## src/pkg/cprs_defs.svh

```systemverilog
// Constants for the CPU processor register set
`ifndef CPRS_DEFS_SVH
`define CPRS_DEFS_SVH

// Status word flag positions
`define CPRS_PSW_IE 7
`define CPRS_PSW_Z 6
`define CPRS_PSW_BANK_SELECT_HIGH 5
`define CPRS_PSW_AC 4
`define CPRS_PSW_BANK_SELECT_LOW 3
`define CPRS_PSW_ISP 1
`define CPRS_PSW_CY 0
`define CPRS_PSW_RESET 8'h02

// Address map
`define CPRS_VEC_RESET_LO 16'h0000
`define CPRS_VEC_RESET_HI 16'h0001
`define CPRS_GPR_BASE 16'hfee0
`define CPRS_GPR_LAST 16'hfeff
`define CPRS_SFR_PAGE 8'hff
`define CPRS_SP_RESET 16'h0000

`endif

```

## src/pkg/cprs_pkg.sv

```systemverilog
// Types for the CPU processor register set
package cprs_pkg;

    // Status word operation selected by the sequencer
    typedef enum logic [3:0] {
        CPRS_PSW_NOP = 4'h0,
        CPRS_PSW_DI = 4'h1,
        CPRS_PSW_EI = 4'h2,
        CPRS_PSW_SEL = 4'h3,
        CPRS_PSW_POP = 4'h4,
        CPRS_PSW_WR = 4'h5,
        CPRS_PSW_ACK = 4'h6
    } cprs_psw_op_t;

    // Stack pointer operation
    typedef enum logic [2:0] {
        CPRS_SP_NOP = 3'h0,
        CPRS_SP_LOAD = 3'h1,
        CPRS_SP_PUSH = 3'h2,
        CPRS_SP_POP = 3'h3
    } cprs_sp_op_t;

    // Program counter operation
    typedef enum logic [1:0] {
        CPRS_PC_HOLD = 2'h0,
        CPRS_PC_STEP = 2'h1,
        CPRS_PC_BRANCH = 2'h2
    } cprs_pc_op_t;

    // Reset vector fetch states, one-hot
    typedef enum logic [3:0] {
        CPRS_ST_VLO = 4'b0001,
        CPRS_ST_VHI = 4'b0010,
        CPRS_ST_RUN = 4'b0100,
        CPRS_ST_IDLE = 4'b1000
    } cprs_state_t;

    // Result flags from the ALU
    typedef struct packed {
        logic zero_upd;
        logic zero;
        logic ac_upd;
        logic ac;
        logic cy_upd;
        logic cy;
    } cprs_flags_t;

    // Register file access (general registers and SFR page)
    typedef struct packed {
        logic rd;
        logic wr;
        logic wide;
        logic [15:0] addr;
        logic [15:0] wdata;
    } cprs_acc_t;

endpackage

```

## src/design/cprs_gpr_bank.sv

```systemverilog
// Four banks of eight byte-wide general registers with pair access
`timescale 1ns/1ns
`include "cprs_defs.svh"
module cprs_gpr_bank
    import cprs_pkg::*;
(
    // Clock and reset
    input wire logic clk,
    input wire logic rst,
    input wire logic ce,
    // Bank-relative access
    input wire logic [1:0] bank,
    input wire logic wr,
    input wire logic wide,
    input wire logic [2:0] idx,
    input wire logic [15:0] wdata,
    // Direct memory-mapped access
    input wire logic mem_wr,
    input wire logic mem_wide,
    input wire logic [4:0] mem_idx,
    input wire logic [15:0] mem_wdata,
    // Read data
    output logic [15:0] rdata,
    output logic [15:0] mem_rdata
);
    logic [7:0] regs_q [0:31];

    // ----------------------------------------
    // Storage
    // ----------------------------------------
    // RL18 bank mapping, RL19 byte or pair write; a pair uses the even slot low
    always_ff @(posedge clk or posedge rst) begin
        if (rst) begin
            for (int i = 0; i < 32; i++) begin
                regs_q[i] <= 8'h00;
            end
        end else if (ce) begin
            if (wr) begin
                if (wide) begin
                    regs_q[{bank, idx[2:1], 1'b0}] <= wdata[7:0];
                    regs_q[{bank, idx[2:1], 1'b1}] <= wdata[15:8];
                end else begin
                    regs_q[{bank, idx}] <= wdata[7:0];
                end
            end else if (mem_wr) begin
                if (mem_wide) begin
                    regs_q[{mem_idx[4:1], 1'b0}] <= mem_wdata[7:0];
                    regs_q[{mem_idx[4:1], 1'b1}] <= mem_wdata[15:8];
                end else begin
                    regs_q[mem_idx] <= mem_wdata[7:0];
                end
            end
        end
    end

    // RL19 pair reads
    always_comb begin
        if (wide) begin
            rdata = {regs_q[{bank, idx[2:1], 1'b1}], regs_q[{bank, idx[2:1], 1'b0}]};
        end else begin
            rdata = {8'h00, regs_q[{bank, idx}]};
        end
        if (mem_wide) begin
            mem_rdata = {regs_q[{mem_idx[4:1], 1'b1}], regs_q[{mem_idx[4:1], 1'b0}]};
        end else begin
            mem_rdata = {8'h00, regs_q[mem_idx]};
        end
    end
endmodule

```

## src/design/cprs_core.sv

```systemverilog
// CPU processor register set: program counter, status word, stack pointer, register window
//
// Operation
// RL1 - Program counter advances by instruction length
// RL2 - Reset loads counter from vector word
// RL3 - Branch loads counter with target value
// RL4 - Status word pushed on acknowledge or push
// RL5 - Status word restored on return or pop
// RL6 - Status word resets to two
// RL7 - Enable clear refuses all maskable requests
// RL8 - Enable set: priority, mask, level decide
// RL9 - Disable and acknowledge clear, enable sets
// RL10 - Zero flag follows result being zero
// RL11 - Bank field chooses one of four banks
// RL12 - Auxiliary carry from bit three
// RL13 - Low priority blocked while priority flag clear
// RL14 - Carry for arithmetic, rotates, bit operations
// RL15 - Software keeps stack in fast RAM
// RL16 - Stack pointer predecrements, postincrements
// RL17 - Software loads stack pointer before use
// RL18 - Four banks mapped to fixed range
// RL19 - Byte or pair register access
// RL20 - Top page decoded with unit checks
// RL21 - Software uses even addresses for pairs
// RL22 - Vector low byte even, high odd
// RL23 - Status word flag positions fixed
`timescale 1ns/1ns
`include "cprs_defs.svh"
module cprs_core
    import cprs_pkg::*;
(
    // Clock, reset and enable
    input wire logic clk,
    input wire logic rst,
    input wire logic ce,
    // Program memory byte port for the reset vector
    output logic [15:0] pmem_addr,
    output logic pmem_rd,
    input wire logic [7:0] pmem_rdata,
    // Program counter control
    input wire cprs_pc_op_t pc_op,
    input wire logic [1:0] instr_len_m1,
    input wire logic [15:0] branch_target,
    output logic [15:0] program_counter,
    output logic fetch_ready,
    // Status word control
    input wire cprs_psw_op_t psw_op,
    input wire logic [1:0] select_bank,
    input wire logic [7:0] psw_wdata,
    input wire cprs_flags_t alu_flags,
    output logic [7:0] program_status_word,
    // Stack
    input wire cprs_sp_op_t sp_op,
    input wire logic [1:0] sp_len,
    input wire logic [15:0] sp_wdata,
    output logic [15:0] stack_pointer,
    output logic [15:0] stack_addr,
    // Interrupt acknowledge decision
    input wire logic irq_pending,
    input wire logic irq_masked,
    input wire logic irq_low_prio,
    output logic irq_accept,
    // Bank-relative register access
    input wire logic gpr_wr,
    input wire logic gpr_wide,
    input wire logic [2:0] gpr_idx,
    input wire logic [15:0] gpr_wdata,
    output logic [15:0] gpr_rdata,
    // Data memory window access
    input wire cprs_acc_t mem_acc,
    input wire logic [2:0] sfr_unit,
    output logic [15:0] mem_rdata,
    output logic mem_hit_gpr,
    output logic mem_hit_sfr,
    output logic sfr_sel,
    output logic sfr_err
);
    logic [15:0] pc_q;
    logic [7:0] psw_q;
    logic [15:0] sp_q;
    logic [7:0] vlo_q;
    logic [15:0] mem_rdata_q;
    logic sfr_sel_q;
    logic sfr_err_q;
    cprs_state_t state_q;
    logic [15:0] gpr_mem_rdata;

    // ----------------------------------------
    // Helper functions
    // ----------------------------------------
    // Address lies in the general register range
    function automatic logic is_gpr(input logic [15:0] a);
        is_gpr = (a >= `CPRS_GPR_BASE) && (a <= `CPRS_GPR_LAST);
    endfunction

    // Address lies in the SFR page
    function automatic logic is_sfr(input logic [15:0] a);
        is_sfr = (a[15:8] == `CPRS_SFR_PAGE);
    endfunction

    // ----------------------------------------
    // Reset vector sequencer
    // ----------------------------------------
    // RL2 fetch vector after reset release; RL22 low byte first
    always_ff @(posedge clk or posedge rst) begin
        if (rst) begin
            state_q <= CPRS_ST_VLO;
            vlo_q <= 8'h00;
        end else if (ce) begin
            case (state_q)
                CPRS_ST_VLO: begin
                    vlo_q <= pmem_rdata;
                    state_q <= CPRS_ST_VHI;
                end
                CPRS_ST_VHI: begin
                    state_q <= CPRS_ST_RUN;
                end
                CPRS_ST_RUN: begin
                    state_q <= CPRS_ST_RUN;
                end
                default: begin
                    state_q <= CPRS_ST_VLO;
                end
            endcase
        end
    end

    // RL22 even address for low byte, odd for high byte
    always_comb begin
        pmem_rd = (state_q == CPRS_ST_VLO) || (state_q == CPRS_ST_VHI);
        if (state_q == CPRS_ST_VHI) begin
            pmem_addr = `CPRS_VEC_RESET_HI;
        end else begin
            pmem_addr = `CPRS_VEC_RESET_LO;
        end
    end

    assign fetch_ready = (state_q == CPRS_ST_RUN);

    // ----------------------------------------
    // Program counter
    // ----------------------------------------
    // Only steps or branches once the vector is in
    always_ff @(posedge clk or posedge rst) begin
        if (rst) begin
            pc_q <= 16'h0000;
        end else if (ce) begin
            if (state_q == CPRS_ST_VHI) begin
                // RL2 vector load
                pc_q <= {pmem_rdata, vlo_q};
            end else if (state_q == CPRS_ST_RUN) begin
                case (pc_op)
                    // RL1 sequential advance
                    CPRS_PC_STEP: begin
                        pc_q <= pc_q + {14'h0000, instr_len_m1} + 16'h0001;
                    end
                    // RL3 branch target load
                    CPRS_PC_BRANCH: begin
                        pc_q <= branch_target;
                    end
                    default: begin
                        pc_q <= pc_q;
                    end
                endcase
            end
        end
    end

    assign program_counter = pc_q;

    // ----------------------------------------
    // Interrupt acceptance
    // ----------------------------------------
    // RL7 no maskable request while disabled; RL8 and RL13 mask and level gate
    assign irq_accept = fetch_ready && psw_q[`CPRS_PSW_IE] && irq_pending && !irq_masked
        && (psw_q[`CPRS_PSW_ISP] || !irq_low_prio);

    // ----------------------------------------
    // Status word
    // ----------------------------------------
    always_ff @(posedge clk or posedge rst) begin
        if (rst) begin
            // RL6 reset value
            psw_q <= `CPRS_PSW_RESET;
        end else if (ce && fetch_ready) begin
            case (psw_op)
                // RL9 disable
                CPRS_PSW_DI: begin
                    psw_q[`CPRS_PSW_IE] <= 1'b0;
                end
                // RL9 enable
                CPRS_PSW_EI: begin
                    psw_q[`CPRS_PSW_IE] <= 1'b1;
                end
                // RL11 bank select write
                CPRS_PSW_SEL: begin
                    psw_q[`CPRS_PSW_BANK_SELECT_HIGH] <= select_bank[1];
                    psw_q[`CPRS_PSW_BANK_SELECT_LOW] <= select_bank[0];
                end
                // RL5 restore from stack, or direct write of the status word
                CPRS_PSW_POP, CPRS_PSW_WR: begin
                    psw_q <= psw_wdata;
                end
                // RL9 acknowledge clears enable
                CPRS_PSW_ACK: begin
                    psw_q[`CPRS_PSW_IE] <= 1'b0;
                end
                default: begin
                    // RL10 zero flag
                    if (alu_flags.zero_upd) begin
                        psw_q[`CPRS_PSW_Z] <= alu_flags.zero;
                    end
                    // RL12 auxiliary carry
                    if (alu_flags.ac_upd) begin
                        psw_q[`CPRS_PSW_AC] <= alu_flags.ac;
                    end
                    // RL14 carry flag
                    if (alu_flags.cy_upd) begin
                        psw_q[`CPRS_PSW_CY] <= alu_flags.cy;
                    end
                end
            endcase
        end
    end

    // RL23 flag layout is fixed by the bit macros
    assign program_status_word = psw_q;

    // ----------------------------------------
    // Stack pointer
    // ----------------------------------------
    // Undefined after reset for software; zero is held here for determinism
    always_ff @(posedge clk or posedge rst) begin
        if (rst) begin
            sp_q <= `CPRS_SP_RESET;
        end else if (ce && fetch_ready) begin
            case (sp_op)
                CPRS_SP_LOAD: begin
                    sp_q <= sp_wdata;
                end
                // RL16 predecrement on push, RL4 status pushes use this too
                CPRS_SP_PUSH: begin
                    sp_q <= sp_q - {14'h0000, sp_len};
                end
                // RL16 postincrement on pop
                CPRS_SP_POP: begin
                    sp_q <= sp_q + {14'h0000, sp_len};
                end
                default: begin
                    sp_q <= sp_q;
                end
            endcase
        end
    end

    assign stack_pointer = sp_q;

    // RL16 write address already decremented, read address is current value
    always_comb begin
        if (sp_op == CPRS_SP_PUSH) begin
            stack_addr = sp_q - {14'h0000, sp_len};
        end else begin
            stack_addr = sp_q;
        end
    end

    // ----------------------------------------
    // General registers
    // ----------------------------------------
    cprs_gpr_bank u_gpr (
        .clk(clk),
        .rst(rst),
        .ce(ce),
        .bank({psw_q[`CPRS_PSW_BANK_SELECT_HIGH], psw_q[`CPRS_PSW_BANK_SELECT_LOW]}),
        .wr(gpr_wr),
        .wide(gpr_wide),
        .idx(gpr_idx),
        .wdata(gpr_wdata),
        .mem_wr(mem_acc.wr && is_gpr(mem_acc.addr)),
        .mem_wide(mem_acc.wide),
        .mem_idx(mem_acc.addr[4:0]),
        .mem_wdata(mem_acc.wdata),
        .rdata(gpr_rdata),
        .mem_rdata(gpr_mem_rdata)
    );

    // ----------------------------------------
    // Data memory window decode
    // ----------------------------------------
    assign mem_hit_gpr = is_gpr(mem_acc.addr);
    assign mem_hit_sfr = is_sfr(mem_acc.addr);

    // RL20 SFR page select with access unit check; odd wide access is refused
    always_ff @(posedge clk or posedge rst) begin
        if (rst) begin
            sfr_sel_q <= 1'b0;
            sfr_err_q <= 1'b0;
        end else if (ce) begin
            if (is_sfr(mem_acc.addr) && (mem_acc.rd || mem_acc.wr)) begin
                if (mem_acc.wide) begin
                    sfr_sel_q <= sfr_unit[2] && !mem_acc.addr[0];
                    sfr_err_q <= !sfr_unit[2] || mem_acc.addr[0];
                end else begin
                    sfr_sel_q <= sfr_unit[1];
                    sfr_err_q <= !sfr_unit[1];
                end
            end else begin
                sfr_sel_q <= 1'b0;
                sfr_err_q <= 1'b0;
            end
        end
    end

    assign sfr_sel = sfr_sel_q;
    assign sfr_err = sfr_err_q;

    // RL18 registered read data from the mapped register range
    always_ff @(posedge clk or posedge rst) begin
        if (rst) begin
            mem_rdata_q <= 16'h0000;
        end else if (ce) begin
            if (mem_acc.rd && is_gpr(mem_acc.addr)) begin
                mem_rdata_q <= gpr_mem_rdata;
            end else begin
                mem_rdata_q <= 16'h0000;
            end
        end
    end

    assign mem_rdata = mem_rdata_q;
endmodule

```

## config.mk

```make
export PLATFORM = sky130hd
export DESIGN_NAME = cprs_core
export DESIGN_NICKNAME = d
export VERILOG_FILES = /design/src/pkg/cprs_pkg.sv /design/src/design/cprs_gpr_bank.sv /design/src/design/cprs_core.sv
export VERILOG_INCLUDE_DIRS = /design/src /design/src/pkg
export SDC_FILE = /design/constraint.sdc
export NUM_CORES = 2
export LEC_CHECK = 0
export CAP_MARGIN = 10
export CORE_ASPECT_RATIO = 1.25
export CORE_MARGIN = 4
export CORE_UTILIZATION = 50
export CTS_BUF_LIST = sky130_fd_sc_hd__clkbuf_8 sky130_fd_sc_hd__clkbuf_16
export CTS_CLUSTER_DIAMETER = 50
export DETAILED_ROUTE_END_ITERATION = 16
export DONT_BUFFER_PORTS = 1
export SLEW_MARGIN = 0
export SYNTH_ARGS = -nofsm -noshare
export SYNTH_HDL_FRONTEND = slang
export SYNTH_HIERARCHICAL = 1
export SYNTH_SLANG_ARGS = --single-unit
```

## constraint.sdc

```tcl
create_clock -name clk -period 10.75 [get_ports clk]
set_clock_uncertainty 0.05 [all_clocks]
set_input_delay 1.075 -clock clk [delete_from_list [all_inputs] [get_ports clk]]
set_output_delay 1.075 -clock clk [all_outputs]
set_load 0.1 [all_outputs]
```

==> impl_metrics.toml <==
[synthesis]
synth_top_cell_by_area = "dfrtp_1"
synthFlopType = "dfrtp_1"
synthCells = 2301
synth_cell_types = 85
synth_edf_count = 0
post-synth-top-count-cell = "dfrtp_1"
ys_seq_area_share_pct = 30.4
synth_top_area_share_pct = 30.2
avgSynthCellArea_um2 = 11.6
ys_top_cells_by_area = "dfrtp_1 (30%), mux4_2 (23%), mux2_2 (10%), a22o_1 (4.3%), o22ai_1 (3.5%)"
ys_seq_elements = 325
synth_area_mm2 = 0.0267
synth_common_cells = "dfrtp_1 (323), mux4_2 (276), mux2_2 (238)"
ys_warn_count = 6
async_flop_share_pct = 100

[power_and_ir_drop]
power_density_mw_per_mm2 = 179
vdd_drop_max_v = 0.000149
p_leak_nw = 11.5
power.total_mw = 5.11

[worst_setup_path]
cp_data_required_time_ps = 9630
crit_type = "reg2out"
start_kind = "register"
arrival_ps = 4290
worst-path-max-fanout = 12
endpoint_kind = "primary output"

[floorplanning]
die_w_um = 215
row_count = 94
die-height_um = 267
die_area_mm2 = 0.0573
start_util_pct = 50.6
coreArea_mm2 = 0.0528
ioPinCount = 245

[timing]
slew_viol_final = 0
fin_setup_tns_ps = 0
maxSlewHeadroom_pct = 6.72
finalSetupViolCount = 0
hold_viol = 0
period_share_pct = 50.4
min_period_ps = 5420
tightest_slew_ps = 1390
rsz0062_at_grt = "no"
timing.fmax_ghz = 0.185

[place]
dp.cells = 2794
hpwlAfterDp_mm = 77.0
postPlaceCellArea_mm2 = 0.0271
gp_congestion = 1.03
port_buffers = 0

[routing]
drt_iter0_drc = 4053
wl_per_cell_um = 40.8
vias = 23600
route.detailed.drc = 0
drt_wl_total_mm = 118
drt.antenna.violating_nets = 0
firstDrtPassIters = 8
vias_per_cell = 8.20

[clocking]
ctsHoldBuffers = 0
post_cts_buffers = 0
cts_resized = 0
cts_buffer_depth = 3
clk_latency_ps = 600
cts.clk_slew.worst_paths_ps = 60
cts_sinks = 325
cts-root-buf = "clkbuf_16"
cts_buffers = 44
cts_tree = "yes"
htree_num_levels = 2

[layout]
final_cell_count_no_fill = 2881
syn2layout_area_growth_pct = 7.04
fin_util_pct = 54.2
design_area_mm2 = 0.0286
nFillCells = 4526
drive_gt1_share_pct = 34.5
layout.nets = 2314

[status]
status = "completed"

[grt]
grt_max_degree = 149
track_usage_pct = 40.0
grt_overflow_total = 0
grt_pass1_vias = 22900
grt_pass1_wl_mm = 167
antenna_found_initial = 9

[min_path]
min_path_type = "reg2reg"

[job]
cap_violations = 0
path summary, 6_finish.rpt:
| check | endpoint | cells past startpoint | from | slack (ps) |
|---|---|---|---|---|
| worst max-delay path | stack_addr[9] | 6 | stack_pointer[1] | 5330 |
| worst max register to register | u_gpr/regs_q[37] | 5 | program_status_word[5] | 6370 |
| min in group asynchronous | u_gpr/regs_q[114] | 1 | rst | 480 |
| worst min register to register | vlo_q[4] | 1 | vlo_q[4] | 460 |
| worst min-delay path | vlo_q[4] | 1 | vlo_q[4] | 460 |
| max in group asynchronous | u_gpr/regs_q[12] | 2 | rst | 8560 |
state kept, by name (all words and copies together) (netlist names):
name,flops
sfr_err,1
u_gpr/regs_q,256
vlo_q,8
program_status_word,8
state_q,3
program_counter,16
stack_pointer,16
mem_rdata,16
sfr_sel,1
cell usage in the layout (no fill, tap or decap), types with 9 or more instances in the layout:
cell type	Yosys	routed
o22ai_1	150	150
clkinv_2	0	9
clkbuf_16	0	46
mux4_2	276	276
a31oi_1	17	17
a21oi_1	114	104
conb_1	1	15
and2_1	29	29
a22o_1	132	132
nand2_1	122	122
o21ai_0	63	61
and3_1	14	14
mux2_2	238	238
o2bb2ai_1	11	11
or4_1	13	13
nor2b_1	14	14
mux2i_1	47	47
nor2_1	68	64
nand2b_1	14	14
nand3_1	55	55
a21oi_2	0	10
mux2_4	16	16
nand3b_1	29	29
o211ai_1	11	11
mux2_1	13	13
nor3_4	8	9
o32a_1	16	16
inv_1	26	27
buf_4	28	61
xor2_1	12	9
xnor2_2	0	9
nor3_1	10	9
nand4_1	10	10
a22oi_1	13	13
a211oi_1	11	11
nor4_4	10	10
dfrtp_1	323	321
cell families after synthesis:
kind of cell               count (synthesis)  synth area share [%]
adders and majority gates                 10                 0.552
other                                      1                0.0140
and+or+nand+nor                          466                  11.0
buffers and inverters                    281                  5.02
xor gates and xnor gates                  29                 0.950
AOI/OAI and AO/OA                        599                  15.5
DFF                                      325                  30.4
muxes                                    590                  36.5
power breakdown:
group | internal [mW] | switching, mW | total, mW
Clock | 0.942 | 0.636 | 1.58
Sequential | 1.35 | 0.520 | 1.87
Combinational | 0.505 | 1.16 | 1.66
Total | 2.80 | 2.31 | 5.11
critical path: stages, from the launching register on:
cell and delay, ps:
dfrtp_1 1080, ha_1 400, nor2b_1 170, nor3_2 720, nand3_1 190, nor2_1 220, xor2_2 930
per-stage QoR:
stage	setup WS [ps]	hold slack [ps]
finish	5330	458
global route	5140	477
CTS	5370	463
detailed placement	5980	448
global placement	6030	431
floorplan	2580	422
layer usage:
layer  vias up  GRT usage, %  wire length, um
li1       9019             -                -
met1     11800          46.4            38200
met2      2207          58.4            49400
met3       590          18.3            18300
met4         6          29.3            11600
met5         -             0               39
area by class of cell:
type | count | area, um2 | area share, %
well taps | 672 | 841 | 2.94
clock buffers | 49 | 1180 | 4.13
flip-flops and latches | 325 | 8140 | 28.5
clock inverters | 30 | 350 | 1.22
multi-input cells | 1709 | 17500 | 61.1
diodes | 6 | 15.0 | 0.0525
inverters | 28 | 114 | 0.398
repair buffers | 62 | 483 | 1.69
(Power assumes the default switching activity.)
